**config.mk**
```make
export PLATFORM = sky130hd
export DESIGN_NAME = isp_ctrl
export DESIGN_NICKNAME = d
export VERILOG_FILES = /design/src/isp_pkg.sv /design/src/isp_arbiter.sv /design/src/isp_ctrl.sv
export SDC_FILE = /design/constraint.sdc
export NUM_CORES = 1
export LEC_CHECK = 0
export ABC_AREA = 1
export BUFFER_PORTS_ARGS = -buffer_cell sky130_fd_sc_hd__buf_2
export CAP_MARGIN = 20
export CELL_PAD_IN_SITES_DETAIL_PLACEMENT = 2
export CELL_PAD_IN_SITES_GLOBAL_PLACEMENT = 2
export CORE_MARGIN = 2
export CORE_UTILIZATION = 22
export DETAILED_ROUTE_END_ITERATION = 10
export MAX_ROUTING_LAYER = met4
export PLACE_DENSITY_LB_ADDON = 0.1
export REMOVE_ABC_BUFFERS = 1
export SYNTH_ARGS = -nofsm -noshare
export SYNTH_HDL_FRONTEND = slang
export SYNTH_SLANG_ARGS = --single-unit
```
**constraint.sdc**
```tcl
create_clock -name clk_i -period 2.04 [get_ports clk_i]
set_input_delay 0.204 -clock clk_i [delete_from_list [all_inputs] [get_ports clk_i]]
set_output_delay 0.204 -clock clk_i [all_outputs]
set_load 0.02 [all_outputs]
```
**src/isp_pkg.sv**
```systemverilog
// isp_pkg: shared constants and carrier types for the interrupt
// source prioritisation and vectoring block.
// assumes a 16-bit address space with vectors at the top of memory.
package isp_pkg;

   ////////////////////////////////////////////////////////////////////
   // source map
   localparam int NUM_LVL = 20;          // hardware levels 1..20
   localparam int NUM_RAW = 34;          // individual flag/enable pairs
   localparam int LVL_W = 5;

   // level of each raw flag; several flags share one level
   localparam logic [4:0] RAW_LVL [NUM_RAW] = '{
      5'h01,                             // external request pin
      5'h02,                             // clock lock change
      5'h03, 5'h04, 5'h05,               // timer 1 ch0, ch1, overflow
      5'h06, 5'h07, 5'h08,               // timer 2 ch0, ch1, overflow
      5'h09, 5'h09, 5'h09,               // serial rx full, overrun, fault
      5'h0A,                             // serial tx empty
      5'h0B, 5'h0B, 5'h0B, 5'h0B,        // uart error group
      5'h0C, 5'h0C,                      // uart rx full, idle
      5'h0D, 5'h0D,                      // uart tx empty, tx complete
      5'h0E,                             // keypad
      5'h0F,                             // adc
      5'h10,                             // periodic tick
      5'h11,                             // can wakeup
      5'h12, 5'h12, 5'h12, 5'h12, 5'h12, 5'h12, // can error group
      5'h13,                             // can receive
      5'h14, 5'h14, 5'h14                // can transmit buffers
   };

   ////////////////////////////////////////////////////////////////////
   // vectors
   localparam logic [15:0] RESET_VEC = 16'hFFFE;
   localparam logic [15:0] TRAP_VEC = 16'hFFFC;
   localparam logic [15:0] LOW_VEC = 16'hFFD4;   // level 20 pair
   localparam logic [15:0] VEC_STEP = 16'h0002;
   localparam logic [15:0] HW_RET_ADJ = 16'h0001;

   ////////////////////////////////////////////////////////////////////
   // register map (byte addresses, one word each)
   localparam logic [7:0] CTRL_OFS = 8'h00;   // bit0 global mask
   localparam logic [7:0] PEND_OFS = 8'h04;   // bits 20:1 level pending
   localparam logic [7:0] LAST_OFS = 8'h08;   // last entry record
   localparam int MASK_BIT = 0;
   localparam int LAST_VEC_LSB = 0;           // [15:0] vector
   localparam int LAST_LVL_LSB = 16;          // [20:16] level
   localparam int LAST_TRAP_BIT = 24;         // entry was a trap
   localparam logic MASK_RST = 1'b1;          // masked out of reset

   ////////////////////////////////////////////////////////////////////
   // types
   typedef enum logic [1:0] {
      ISP_BOOT,
      ISP_IDLE,
      ISP_STACK,
      ISP_VECT
   } isp_state_e;

   // which cpu registers the sequencer must push; index high is absent
   typedef struct packed {
      logic pc_lo;
      logic pc_hi;
      logic idx_lo;
      logic acc;
      logic ccr;
   } isp_stack_s;

   typedef struct packed {
      logic [15:0] vec;
      logic [4:0] lvl;
      logic trap;
   } isp_entry_s;

endpackage

```
**src/isp_arbiter.sv**
```systemverilog
// isp_arbiter: folds flag/enable pairs into per-level requests and
// picks the most urgent one with its vector.
// assumes flags and enables are levels synchronous to clk_i.
`timescale 1ns/10ps
`default_nettype none

module isp_arbiter #(
   parameter int NUM_RAW = isp_pkg::NUM_RAW,
   parameter int NUM_LVL = isp_pkg::NUM_LVL
) (
   input wire logic [NUM_RAW-1:0] flag_i,
   input wire logic [NUM_RAW-1:0] en_i,
   output logic [NUM_LVL:1] pend_o,
   output logic any_o,
   output logic [4:0] lvl_o,
   output logic [15:0] vec_o
);

   ////////////////////////////////////////////////////////////////////
   // one request per level; shared groups or together
   genvar g;
   generate
      for (g = 1; g <= NUM_LVL; g++) begin : g_lvl
         logic [NUM_RAW-1:0] hit;
         always_comb begin
            for (int r = 0; r < NUM_RAW; r++) begin
               // any enabled flag of the group raises it
               hit[r] = flag_i[r] & en_i[r] &
                        (isp_pkg::RAW_LVL[r] == 5'(g));
            end
         end
         assign pend_o[g] = |hit;
      end
   endgenerate

   ////////////////////////////////////////////////////////////////////
   // lowest number wins; scan from the bottom so the top overwrites
   always_comb begin
      any_o = 1'b0;
      lvl_o = 5'h00;
      for (int l = NUM_LVL; l >= 1; l--) begin
         if (pend_o[l]) begin
            any_o = 1'b1;
            lvl_o = 5'(l);
         end
      end
      // one pair per step below the trap pair
      vec_o = isp_pkg::TRAP_VEC -
              16'(isp_pkg::VEC_STEP * 16'(lvl_o));
   end

endmodule

`default_nettype wire

```
**src/isp_ctrl.sv**
```systemverilog
// isp_ctrl: interrupt prioritisation, masking, entry sequencing and
// vectoring, with a classic wishbone slave for its control registers.
// assumes the cpu sequencer reports instruction ends, trap opcodes,
// and acknowledges stacking; peripheral flags arrive as levels.
`timescale 1ns/10ps
`default_nettype none

// Summary of operation
// - trap instruction always enters, ignoring all masks
// - trap pushes current pc unchanged
// - hardware entry pushes pc minus one
// - break match forces trap instruction execution
// - global mask blocks all but trap
// - priority numeric, zero highest, pin one
// - fixed descending two-byte vector per group
// - at instruction end serve highest pending
// - entry sets global mask, no preemption
// - stack cpu registers except index high
// - never abort instruction; wait for completion
module isp_ctrl #(
   parameter int NUM_RAW = isp_pkg::NUM_RAW,
   parameter int NUM_LVL = isp_pkg::NUM_LVL
) (
   input wire logic clk_i,
   input wire logic rst_i,
   // wishbone classic slave
   input wire logic cyc_i,
   input wire logic stb_i,
   input wire logic we_i,
   input wire logic [7:0] adr_i,
   input wire logic [3:0] sel_i,
   input wire logic [31:0] dat_i,
   output logic [31:0] dat_o,
   output logic ack_o,
   // peripheral flag/enable pairs
   input wire logic [NUM_RAW-1:0] src_flag_i,
   input wire logic [NUM_RAW-1:0] src_en_i,
   // cpu sequencer side
   input wire logic instr_done_i,
   input wire logic trap_exec_i,
   input wire logic break_match_i,
   input wire logic [15:0] pc_i,
   input wire logic mask_wr_i,
   input wire logic mask_val_i,
   input wire logic stack_done_i,
   input wire logic fetch_done_i,
   output logic mask_o,
   output logic force_trap_o,
   output logic stack_req_o,
   output isp_pkg::isp_stack_s stack_sel_o,
   output logic [15:0] ret_addr_o,
   output logic vec_req_o,
   output logic [15:0] vec_addr_o
);

   ////////////////////////////////////////////////////////////////////
   // state record
   typedef struct packed {
      isp_pkg::isp_state_e st;
      logic mask;                  // global mask bit
      logic force_trap;            // break asks for a trap opcode
      logic stack_req;
      isp_pkg::isp_stack_s stack_sel;
      logic [15:0] ret;
      logic vec_req;
      isp_pkg::isp_entry_s last;   // most recent entry
      logic ack;
      logic [31:0] rdat;
   } isp_regs_s;

   isp_regs_s cur_ff;    // registered state
   isp_regs_s nxt_cur;   // next state

   logic [NUM_LVL:1] pend;   // per-level request
   logic any_pend;           // at least one level asking
   logic [4:0] win_lvl;      // most urgent level
   logic [15:0] win_vec;     // its vector pair
   logic bus_req;            // fresh wishbone request
   logic take_hw;            // hardware entry accepted
   logic take_trap;          // trap entry accepted

   ////////////////////////////////////////////////////////////////////
   // request folding and selection
   isp_arbiter #(
      .NUM_RAW(NUM_RAW),
      .NUM_LVL(NUM_LVL)
   ) u_arb (
      .flag_i(src_flag_i),
      .en_i(src_en_i),
      .pend_o(pend),
      .any_o(any_pend),
      .lvl_o(win_lvl),
      .vec_o(win_vec)
   );

   ////////////////////////////////////////////////////////////////////
   // entry decisions, only sampled on an instruction boundary
   always_comb begin
      // trap ignores the mask and every enable
      take_trap = (cur_ff.st == isp_pkg::ISP_IDLE) & instr_done_i &
                  trap_exec_i;
      // hardware waits for the boundary and a clear mask
      take_hw = (cur_ff.st == isp_pkg::ISP_IDLE) & instr_done_i &
                ~trap_exec_i & ~cur_ff.mask & any_pend;
      bus_req = cyc_i & stb_i & ~cur_ff.ack;
   end

   ////////////////////////////////////////////////////////////////////
   // next-state logic
   always_comb begin
      nxt_cur = cur_ff;
      nxt_cur.vec_req = 1'b0;
      nxt_cur.ack = 1'b0;

      // break match turns the next opcode into a trap
      nxt_cur.force_trap = break_match_i;

      // cpu writes of the mask (return, clear, set instructions)
      if (mask_wr_i) begin
         nxt_cur.mask = mask_val_i;
      end

      // wishbone slave: answer one cycle after the strobe
      if (bus_req) begin
         nxt_cur.ack = 1'b1;
         nxt_cur.rdat = 32'h0000_0000;
         case (adr_i)
            isp_pkg::CTRL_OFS: begin
               if (we_i && sel_i[0]) begin
                  nxt_cur.mask = dat_i[isp_pkg::MASK_BIT];
               end
               nxt_cur.rdat[isp_pkg::MASK_BIT] = cur_ff.mask;
            end
            isp_pkg::PEND_OFS: begin
               // read-only view of the level requests
               nxt_cur.rdat[NUM_LVL:1] = pend;
            end
            isp_pkg::LAST_OFS: begin
               nxt_cur.rdat[isp_pkg::LAST_VEC_LSB +: 16] = cur_ff.last.vec;
               nxt_cur.rdat[isp_pkg::LAST_LVL_LSB +: 5] = cur_ff.last.lvl;
               nxt_cur.rdat[isp_pkg::LAST_TRAP_BIT] = cur_ff.last.trap;
            end
            default: begin
               // unmapped: acknowledged, reads zero, writes dropped
               nxt_cur.rdat = 32'h0000_0000;
            end
         endcase
      end

      case (cur_ff.st)
         isp_pkg::ISP_BOOT: begin
            // first fetch after reset goes through the reset pair
            nxt_cur.vec_req = 1'b1;
            nxt_cur.last.vec = isp_pkg::RESET_VEC;
            nxt_cur.last.lvl = 5'h00;
            nxt_cur.last.trap = 1'b0;
            nxt_cur.st = isp_pkg::ISP_VECT;
         end
         isp_pkg::ISP_IDLE: begin
            if (take_trap) begin
               nxt_cur.ret = pc_i;
               nxt_cur.last.vec = isp_pkg::TRAP_VEC;
               nxt_cur.last.lvl = 5'h00;
               nxt_cur.last.trap = 1'b1;
            end else if (take_hw) begin
               nxt_cur.ret = pc_i - isp_pkg::HW_RET_ADJ;
               nxt_cur.last.vec = win_vec;
               nxt_cur.last.lvl = win_lvl;
               nxt_cur.last.trap = 1'b0;
            end
            if (take_trap || take_hw) begin
               // set wins over any write landing this cycle
               nxt_cur.mask = 1'b1;
               nxt_cur.stack_req = 1'b1;
               nxt_cur.stack_sel = '{pc_lo: 1'b1, pc_hi: 1'b1,
                                     idx_lo: 1'b1, acc: 1'b1,
                                     ccr: 1'b1};
               nxt_cur.st = isp_pkg::ISP_STACK;
            end
         end
         isp_pkg::ISP_STACK: begin
            // hold the push request until the sequencer is done
            if (stack_done_i) begin
               nxt_cur.stack_req = 1'b0;
               nxt_cur.vec_req = 1'b1;
               nxt_cur.st = isp_pkg::ISP_VECT;
            end
         end
         isp_pkg::ISP_VECT: begin
            // vector stays valid until the fetch completes
            if (fetch_done_i) begin
               nxt_cur.st = isp_pkg::ISP_IDLE;
            end else begin
               nxt_cur.vec_req = 1'b1;
            end
         end
         default: begin
            nxt_cur.st = isp_pkg::ISP_IDLE;
         end
      endcase
   end

   ////////////////////////////////////////////////////////////////////
   // state register; reset sets the global mask (traps still enter) and vectors to reset
   always_ff @(posedge clk_i) begin
      if (rst_i) begin
         cur_ff <= '0;
         cur_ff.st <= isp_pkg::ISP_BOOT;
         cur_ff.mask <= isp_pkg::MASK_RST;
      end else begin
         cur_ff <= nxt_cur;
      end
   end

   ////////////////////////////////////////////////////////////////////
   // outputs straight from the state record
   assign dat_o = cur_ff.rdat;
   assign ack_o = cur_ff.ack;
   assign mask_o = cur_ff.mask;
   assign force_trap_o = cur_ff.force_trap;
   assign stack_req_o = cur_ff.stack_req;
   assign stack_sel_o = cur_ff.stack_sel;
   assign ret_addr_o = cur_ff.ret;
   assign vec_req_o = cur_ff.vec_req;
   assign vec_addr_o = cur_ff.last.vec;

endmodule

`default_nettype wire

```
==> results of run 1 <==
-- timing repair --
action	CTS	global route
setup endpoints to repair	0	5
buffers inserted	0	10
resized for setup	0	21
-- through the flow --
step	hold WS, ns	utilization [%]	instance area (µm²)	setup slack [ns]
2_1_floorplan	0.273	-	3070	-0.0872
3_3_place_gp	0.406	27.8	4440	-0.202
3_5_place_dp	0.421	27.8	4440	-0.261
4_1_cts	0.0603	29.6	4730	0.0442
5_1_grt	0.0883	30.5	4890	-0.0810
6_report	0.0761	30.5	4890	0.109
-- power breakdown --
part	switching (W)	total [W]	internal [W]
sequential	0.0000494	0.00128	0.00123
clock	0.000545	0.00152	0.000978
combinational	0.000483	0.000791	0.000308
-- worst max-delay path by stage --
stage,depth (start not counted),endpoint,start,slack (ns)
6_report,10,ret_addr_o[14],cur_ff[80],0.11
5_1_grt,13,ret_addr_o[15],cur_ff[80],-0.08
4_1_cts,10,ret_addr_o[14],cur_ff[80],0.04
3_5_place_dp,14,vec_addr_o[3],src_en_i[27],-0.26
3_3_place_gp,15,vec_addr_o[5],src_flag_i[27],-0.20
2_1_floorplan,5,dat_o[20],ack_o,-0.09
-- worst reg2reg max path, stage by stage (launching register included) --
cell and delay [ns]:
dfxtp_2 0.34, inv_2 0.07, nor2_4 0.05, nand3_4 0.13, nand3_2 0.11, nor2_2 0.11
nand2_2 0.09, nor4_2 0.24, nand3b_1 0.16, or4_1 0.41, a31oi_1 0.15
-- registers in the layout, indices dropped and copies added (netlist names) --
| register | flops |
|---|---|
| mask_o | 1 |
| ret_addr_o | 16 |
| stack_sel_o | 1 |
| vec_addr_o | 7 |
| stack_req_o | 1 |
| dat_o | 22 |
| force_trap_o | 1 |
| ack_o | 1 |
| vec_req_o | 1 |
| cur_ff | 8 |
-- routing by layer --
layer	wire length, µm	vias up	GRT usage (%)
met3	789	10	5.42
met5	0	-	-
met4	87	0	3.05
met2	6740	103	27.6
li1	-	1889	-
met1	5390	1841	16.0
-- placed cells by master (no fill, tap or decap), types with 2 or more instances in the layout --
cell type	n
nand2_1	100
nor2_4	4
clkbuf_16	9
nand2_2	4
nor3_1	2
a21oi_1	24
nor2_1	55
o21ai_1	11
clkbuf_1	4
nor3_2	3
buf_2	168
inv_2	4
nand4_1	3
nor2_2	4
a31oi_1	4
nand3_1	7
dfxtp_1	57
nor4_2	2
buf_4	41
nor4_1	5
conb_1	11
xnor2_1	3
inv_1	61
nand3_2	2
o22ai_1	2
dfxtp_2	2
o221ai_1	10
o211ai_1	4
xor2_1	6
o21ai_0	31
-- final cells by class --
cell class                      count  share of cell area (%)
Clock inverter                      2                   0.717
Inverter                           67                    5.20
Timing Repair Buffer              210                    23.9
Sequential cell                    59                    24.2
Tap cell                          216                    5.53
Clock buffer                       14                    5.20
Multi-Input combinational cell    320                    35.2
-- kinds of logic (layout without fill, tap and decap cells) --
kind of cell	after synthesis	in the layout	synth area share (%)
AOI/OAI and AO/OA	98	98	16.3
and+or+nand+nor	200	200	24.9
DFF	59	59	32.7
buffers and inverters	149	293	23.1
xor gates and xnor gates	9	9	2.18
adders and majority gates	2	2	0.692
other	1	11	0.104
==> results.md, run 1 <==
* Status: finished, final reports clean
* Drc violations at 0
* Final setup fails at 0
* Max-cap viol count at 0
* Fin nets at 809
* Antenna violations before repair at 0
* Die X at 132 µm
* Synth warn at 0
* CTS tree: done
* Diode count at 0
* Post-synth top cells: nand2_1, buf_4, inv_1
* Worst-Margin Slew at 0.676 ns
* Lkg Pwr at 2.57 nW
* Area leader, netlist: dfxtp_1
* Vias in the first global route at 4196
* VDD IR max at 0.409 mV
* Pwr/cell area at 736 nW/µm²
* WS Path Type: reg -> reg
* CP max-delay cell: or4_1
* F_max at 0.518 GHz
* Clock buffer depth at 2
* R2R Path Start: cur_ff[80]
* Share of layout cells above drive strength 1 at 38.7%
* Critical path arrival at 2.19 ns
* Placed cell count at 862
* Number of antenna-violating nets in the routed design at 0
* IO Port Bufs at 168
* Synth top area cells: dfxtp_1, buf_4, nand2_1
* Worst-path maximum fanout at 7
* Hold buffers post-CTS at 0
* Row count at 46
* Routed vias/inst at 4.33
* Vias at 3843
* Period minus WS final at 1.93 ns
* Total power at 0.00360 W
* R2R cell count at 10
* Initial core utilization at 22.6%
* Worst hold path type: in -> reg
* Clock transition at the registers of the reported paths at 0.05 ns
* DRT iter0 DRCs at 79
* Post-synth top area share at 32.7%
* Cts bufs inserted at 9
* Wire per inst at 14.7 µm
* Dominant cell by count in the synthesized netlist: nand2_1
* 1st-pass router iterations at 4
* Sequential fraction of the synthesis area at 32.7%
* Number of synthesized flops with an enable pin at 0
* WHS Path Cells at 3
* Clock Skews at 0.00626 ns
* Share of async-settable or async-resettable flops after synthesis at 0%
* FF-to-FF End: ret_addr_o[14]
* Core Box Area at 16000 µm²
* First-pass GRT wire length at 20700 µm
* Largest net degree at the start of global routing at 28
* Max incr delay on CP at 0.41 ns
* WHS Endpoint: force_trap_o
* Syn_area_per_cell at 6.98 µm²
* Crit path buf inv count at 1
* Setup TNS at 0 ns
* Hold Startpoint: break_match_i
* Num ports at 214
* Post-synthesis cell area at 3610 µm²
* Post-synthesis cell type count at 48
* CTS H-tree depth at 3
* Crit share post-route at 94.6%
* GRT Total Usage at 15.2%
* Footprint of the multi-input gates at 1720 µm²
* Max_slew headroom at 54.9%
* Clock sink count at 59
* Final hold viol count at 0
* Routed wire length at 13000 µm
* Post-DP HPWL at 10100 µm
* #FFs+latches synth at 59
* RSZ-0062 raised after global routing: true
* Fillers at 1965
* Crit start category: flip-flop
* Clk_lat worst skew at 0.34 ns
* CTS Root Cell: clkbuf_16
* WP data required at 2.30 ns
* Slew Viols, Final at 0
* Critical-path cell list: inv_2, nor2_4, nand3_4, nand3_2, nor2_2, nand2_2, nor4_2, nand3b_1, or4_1, a31oi_1
* Sequential Area at 1180 µm²
* CP endpoint kind: flip-flop
* GR Overflow Total at 0
* Die footprint at 17500 µm²
* Reg2Reg Setup Slack at 0.11 ns
* Area Overhead vs Synth at 35.2%
* Critical path's top delay family: simple AND/OR/NAND/NOR gates
* Final non-filler cell total at 888
* Top FF cell, synth: dfxtp_1
* Die Span Y at 132 µm
* Mapped Cells at 518
* Final Wtd Congestion at 0.753
Note: power is estimated with default switching activity, not from simulation.
==> run 2, diff against run 1 <==
- CORE_UTILIZATION: 22 -> 23
- GPL_TIMING_DRIVEN: default -> 0
- SYNTH_HIERARCHICAL: default -> 1
==> run 2 against run 1 <==
  * Flip-flop and latch count up 9
  * Clock power up 7%
  * First-iteration DRC count up 44%
  * Die area up 17%
  * Final cell count up 22%
  * Worst setup slack worse by 0.018 ns
  * Core utilization down 0.82 points
  * Sequential share of layout area about the same
  * Clock skew about the same
  * Wire length up 28%
  * Final area up 15%
  * Largest power group unchanged
==> results.md, run 2 <==
* Status: finished, final reports clean
* Critical path arrival at 2.18 ns
* Setup TNS at 0 ns
* First-pass GRT wire length at 25500 µm
* GR Overflow Total at 0
* GR Util met3 at 2.41%
* Clock sink count at 68
* Flop pwr share at 36.8%
* Share of layout cells above drive strength 1 at 28.4%
* Area leader, netlist: dfxtp_1
* Synth warn at 6
* Most common cell after layout, fill and taps aside: buf_2
* Cts bufs inserted at 9
* IO Port Bufs at 169
* Clock network power share at 40.2%
* Mapped Cells at 721
* Top FF cell, synth: dfxtp_1
* Hold buffers post-CTS at 0
* Synth top area cells: dfxtp_1, buf_4, nand2_1
* CTS tree: done
* Post-synthesis cell area at 4460 µm²
* Routed wire length at 16700 µm
* Core Box Area at 18900 µm²
* Switching power at 0.00129 W
* WS Path Type: in -> reg
* Slew Viols, Final at 0
* DRT iter0 DRCs at 114
* Clock transition at the registers of the reported paths at 0.06 ns
* GR Layer Usage met2 at 29.0%
* Wire per inst at 15.3 µm
* Post-route setup slack at 0.0913 ns
* CTS H-tree depth at 3
* RSZ-0062 raised after global routing: true
* Post-synthesis cell type count at 33
* Max-cap viol count at 0
* Crit start category: input pin
* VDD IR max at 0.347 mV
* Final setup fails at 0
* Worst hold path type: in -> reg
* Total power at 0.00406 W
* Fillers at 2388
* GR Util met1 at 19.4%
* Worst-Margin Slew at 0.861 ns
* Row count at 50
* Sequential Area at 1360 µm²
* CTS Root Cell: clkbuf_16
* Final hold viol count at 0
* Clk_lat worst skew at 0.34 ns
* Post-synth top area share at 30.5%
* Number of antenna-violating nets in the routed design at 0
* Num ports at 214
* Clock buffer depth at 2
* Die Span Y at 143 µm
* Syn_area_per_cell at 6.19 µm²
* Most frequent cells in the layout: buf_2, nand2_1, nor2_1, inv_1, dfxtp_1
* Number of synthesized flops with an enable pin at 0
* Clock Skews at 0.00598 ns
* GR peak layer: met2
* Final Wtd Congestion at 0.723
* #FFs+latches synth at 68
* Footprint of the multi-input gates at 2230 µm²
* Pre-CTS WS at -1.11 ns
* Largest net degree at the start of global routing at 37
* Period minus WS final at 1.95 ns
* Die footprint at 20500 µm²
* 1st-pass router iterations at 4
* Int Pwr at 0.00277 W
* Lkg Pwr at 3.00 nW
* Worst-path maximum fanout at 2
* Routed vias/inst at 4.33
* Post-synth top cells: nand2_1, nor2_1, inv_1
* Pwr/cell area at 724 nW/µm²
* Combinational share of power at 23.0%
* Max reg flops at 22
* Share of async-settable or async-resettable flops after synthesis at 0%
* GRT Total Usage at 16.4%
* Switching share of power at 31.8%
* F_max at 0.513 GHz
* Fin nets at 964
* Crit share post-route at 95.5%
* CP endpoint kind: flip-flop
* Drc violations at 0
* Diode count at 0
* Area Overhead vs Synth at 25.9%
* Vias at 4704
* Sequential fraction of the synthesis area at 30.5%
* WP data required at 2.27 ns
* Initial core utilization at 23.6%
* Post-DP HPWL at 12300 µm
* Dominant cell by count in the synthesized netlist: nand2_1
* Antenna violations before repair at 0
* Vias in the first global route at 5020
* Max_slew headroom at 42.6%
* Die X at 143 µm
## run 2: changes by cell type in the layout (fill, tap and decap cells not counted), moves of 6 or more
cell,previous run,this run
dfxtp_1,57,68
nand3_1,7,64
buf_4,41,2
o221ai_1,10,0
nor3_1,2,16
o21ai_1,11,5
nor2_1,55,108
conb_1,11,21
nand2_1,100,148
buf_6,0,8
inv_1,61,85
## run 2: final timing paths
check	startpoint	end	slack [ns]	depth (start not counted)
max	src_en_i[24]	vec_addr_o[5]	0.09	27
min	break_match_i	force_trap_o	0.07	3
max reg2reg	cur_ff[80]	vec_addr_o[4]	0.33	6
min reg2reg	stack_req_o	stack_req_o	0.47	2
## run 2: power by group through the flow
stage               sequential [W]  combinational (W)  clock [W]
floorplan                  0.00163           0.000372          0
global placement           0.00152           0.000826          0
detailed placement         0.00153           0.000863          0
CTS                        0.00150           0.000897    0.00171
global route               0.00151            0.00105    0.00176
finish                     0.00149           0.000937    0.00163
## run 2: repair_timing
action / 4_1_cts / 5_1_grt
setup endpoints to repair: 62 / 57
cloned: 0 / 1
setup buffers: 5 / 1
hold endpoints to repair: 0 / 0
gates resized for setup: 11 / 42
pin swaps: 1 / 20
## run 2: metal layers
layer / part of all wire (%) / routed length [µm] / vias to the layer above
li1: - / - / 2341
met1: 45 / 7500 / 2250
met2: 50 / 8340 / 100
met3: 3.7 / 615 / 13
met4: 1.2 / 208 / 0
met5: 0 / 0 / -
## run 2: metrics by stage
| step | hold WS, ns | std cells | util, % | area (µm²) |
|---|---|---|---|---|
| floorplan | 0.273 | 632 | - | 3790 |
| global placement | 0.409 | 1061 | 26.3 | 4960 |
| detailed placement | 0.422 | 1064 | 26.7 | 5040 |
| CTS | 0.0604 | 1085 | 28.8 | 5440 |
| global route | 0.0714 | 1087 | 29.7 | 5610 |
| finish | 0.0707 | 1087 | 29.7 | 5610 |
## run 2: cell type report
cell class | instances | area share [%]
repair buffers | 178 | 18.0
multi-input cells | 471 | 39.7
flip-flops and latches | 68 | 24.2
inverters | 94 | 6.84
well taps | 260 | 5.79
clock buffers | 12 | 4.57
clock inverters | 4 | 0.847
## run 2: cell families (layout without fill, tap and decap cells)
group                    after synthesis  after routing  share of synthesized area, %
buffers and inverters                201            288                          24.4
AND/OR/NAND/NOR                      371            372                          34.9
other                                  3             21                         0.252
XOR/XNOR                               4              4                         0.785
adder cells (fa/ha/maj)                2              2                         0.561
AO/OA/AOI/OAI                         71             71                          8.39
flip-flops                            68             68                          30.5
multiplexers                           1              1                         0.252
## run 2: critical path, stage by stage
cell,delay (ns)
buf_6,0.09
nand2_2,0.06
nand2_2,0.06
nor2_4,0.11
nand3_2,0.09
nand2_2,0.06
nand2_1,0.05
nand2_1,0.06
nand2_1,0.06
nand2_1,0.07
nand2_1,0.07
nand2_1,0.07
nand2_1,0.06
nand2_1,0.06
nand2_1,0.05
nand2_1,0.06
nand2_1,0.05
nand2_1,0.06
nand2_1,0.06
nand2_1,0.07
nand2_1,0.06
nand2_2,0.10
ha_4,0.16
a31o_4,0.14
inv_2,0.03
nor3_2,0.11
nor2_1,0.07
==> run 3, diff against run 2 <==
--- a/config.mk
+++ b/config.mk
@@ -7,3 +7,4 @@
 export LEC_CHECK = 0
-export ABC_AREA = 1
+export ABC_AREA = 0
+export ABC_CLOCK_PERIOD_IN_PS = 2040
 export BUFFER_PORTS_ARGS = -buffer_cell sky130_fd_sc_hd__buf_2
@@ -13,3 +14,3 @@
 export CORE_MARGIN = 2
-export CORE_UTILIZATION = 23
+export CORE_UTILIZATION = 25
 export DETAILED_ROUTE_END_ITERATION = 10
--- a/constraint.sdc
+++ b/constraint.sdc
@@ -3,2 +3,2 @@
 set_output_delay 0.204 -clock clk_i [all_outputs]
-set_load 0.02 [all_outputs]
+set_load 0.005 [all_outputs]
==> run 3 against run 2 <==
  * The flow now finishes with violations (setup timing)
  * Worst setup slack worse by 0.15 ns
  * Largest power group unchanged
  * Count of clock-buffer cells in the layout unchanged
  * Sequential power hardly changed
  * Synthesized cell count is 29% lower
  * Clock power fell by 3%
  * Core utilization rose by 3.7 points
  * Largest cell class unchanged
  * Final area down 0.60%
==> results.md, run 3 <==
* CTS tree: done
* Post-synthesis cell area at 4290 µm²
* Routed wire length at 14800 µm
* Failing checks: setup timing
* Syn_area_per_cell at 8.41 µm²
* Period minus WS final at 2.10 ns
* Final setup fails at 20
* GRT Total Usage at 16.4%
* Row count at 47
* GR Overflow Total at 0
* Largest net degree at the start of global routing at 69
* Fin nets at 767
* Share of layout cells above drive strength 1 at 48.9%
* Max reg flops at 22
* Wire per inst at 17.3 µm
* Post-route setup slack at -0.0576 ns
* Reg2Reg Setup Slack at 0.15 ns
* Area Overhead vs Synth at 30.1%
* Clock Skews at 0.00463 ns
* Vias at 3972
* Core Box Area at 16700 µm²
* Clock transition at the registers of the reported paths at 0.06 ns
* DRT iter0 DRCs at 85
* F_max at 0.477 GHz
* Share of async-settable or async-resettable flops after synthesis at 0%
* Pwr/cell area at 704 nW/µm²
* First-pass GRT wire length at 22500 µm
* Number of antenna-violating nets in the routed design at 0
* Dominant cell by count in the synthesized netlist: buf_4
* Critical path arrival at 2.28 ns
* Crit share post-route at 103%
* FF-to-FF End: ret_addr_o[13]
* Worst-Margin Slew at 1.01 ns
* Post-synth top area share at 31.7%
* RSZ-0062 raised after global routing: true
* Cts bufs inserted at 9
* #FFs+latches synth at 68
* Clock sink count at 68
* 1st-pass router iterations at 4
* Clock buffer depth at 2
* Hold Startpoint: dat_i[0]
* IO Port Bufs at 169
* Die Span Y at 135 µm
* Status: finished, violations left
* Post-synth top cells: buf_4, dfxtp_1, nor2_1
* Area leader, netlist: dfxtp_1
* Synth top area cells: dfxtp_1, buf_4, a221oi_2
* CP endpoint kind: flip-flop
* Placed cell count at 815
* Die footprint at 18200 µm²
* Max-cap viol count at 0
* Final hold viol count at 0
* WP data required at 2.22 ns
* Footprint of the multi-input gates at 2450 µm²
* CTS H-tree depth at 3
* R2R cell count at 5
* Initial core utilization at 25.7%
* Number of synthesized flops with an enable pin at 0
* Vias in the first global route at 4372
* Final Wtd Congestion at 0.759
* Post-synthesis cell type count at 56
* Fillers at 1945
* Clk_lat worst skew at 0.34 ns
* VDD IR max at 0.384 mV
* Final non-filler cell total at 852
* Total power at 0.00393 W
* Lkg Pwr at 2.50 nW
* Max_slew headroom at 32.4%
* Crit start category: input pin
* R2R Path Start: cur_ff[80]
* Sequential fraction of the synthesis area at 31.7%
* Worst-path maximum fanout at 6
* Most common cell after layout, fill and taps aside: buf_2
* Most frequent cells in the layout: buf_2, dfxtp_1, nor2_1, nand2_1, nor3_1
* Antenna violations before repair at 1
* WS Path Type: in -> reg
* Worst setup endpoint: vec_addr_o[1]
* Top FF cell, synth: dfxtp_1
* Post-DP HPWL at 10800 µm
* CTS Root Cell: clkbuf_16
* Crit path launch: src_en_i[28]
* Mapped Cells at 510
* Num ports at 214
* Die X at 135 µm
* Hold buffers post-CTS at 0
* Sequential Area at 1360 µm²
* Slew Viols, Final at 0
* Drc violations at 0
* Worst hold path type: in -> reg
* Routed vias/inst at 4.66
* Synth warn at 6
-- run 3: cell count changes after synthesis, sizes merged, moves of 7 or more --
cell / change
a221oi: +20
xnor2: +8
buf: -8
nand2: -122
nor3: +36
a22oi: +10
a211oi: +13
nand3: -47
o21ai: -37
nor2: -49
clkbuf: +7
inv: -77
-- run 3: worst min-delay path by stage --
stage / to / slack, ns / depth (start not counted)
after floorplan: dat_o[24] / 0.27 / 1
after global placement: force_trap_o / 0.42 / 2
after detailed placement: mask_o / 0.42 / 3
after CTS: mask_o / 0.06 / 3
after global routing: mask_o / 0.12 / 3
final: mask_o / 0.08 / 3
-- run 3: worst max-delay path, cell delays in order --
cell      delay, ns
buf_2          0.11
a222oi_1       0.43
nand3_1        0.22
nor4_4         0.23
nand3_1        0.15
nor2b_4        0.15
o21ai_2        0.19
buf_6          0.15
a21oi_4        0.10
buf_6          0.18
o211ai_1       0.08
a21oi_1        0.08
-- run 3: cell type report --
class                   instances  area share [%]
multi-input cells             338            43.9
flip-flops and latches         68            24.4
repair buffers                191            20.2
well taps                     220            4.93
clock buffers                  12            4.42
inverters                      17            1.14
clock inverters                 4           0.874
diodes                          2          0.0897
-- run 3: kinds of logic after synthesis --
family | Yosys count | share of synthesized area, %
flip-flops | 68 | 31.7
other | 3 | 0.262
AND/OR/NAND/NOR | 212 | 27.1
AO/OA/AOI/OAI | 84 | 17.6
multiplexers | 3 | 0.758
adder cells (fa/ha/maj) | 2 | 0.583
buffers and inverters | 123 | 18.9
XOR/XNOR | 15 | 3.06
-- run 3: routing by layer --
metal	GRT usage [%]	part of all wire, %
met1	17.5	40
met2	29.6	52
met3	3.64	5.7
met4	6.13	1.7
met5	-	0
-- run 3: report_power, final --
group,internal (W),switching [W],total (W)
combinational,0.000381,0.000462,0.000843
clock,0.000979,0.000602,0.00158
sequential,0.00142,0.0000872,0.00151
-- run 3: repair_timing --
item	in CTS	in global routing
cloned	2	3
pin swaps	6	14
gates resized for setup	10	59
endpoints found under the setup margin	43	46
buffers inserted	7	7
-- run 3: through the flow --
stage / TNS, ns / hold slack (ns) / utilization [%] / cell area, µm² / setup slack [ns]
floorplan: -23.28 / 0.266 / - / 3610 / -0.663
detailed placement: -42.84 / 0.423 / 28.8 / 4820 / -1.27
global route: -3.45 / 0.117 / 33.4 / 5580 / -0.161
CTS: -0.122 / 0.0612 / 31.4 / 5240 / -0.0432
finish: -0.751 / 0.0760 / 33.4 / 5580 / -0.0576
global placement: -84.43 / 0.415 / 28.3 / 4730 / -1.62
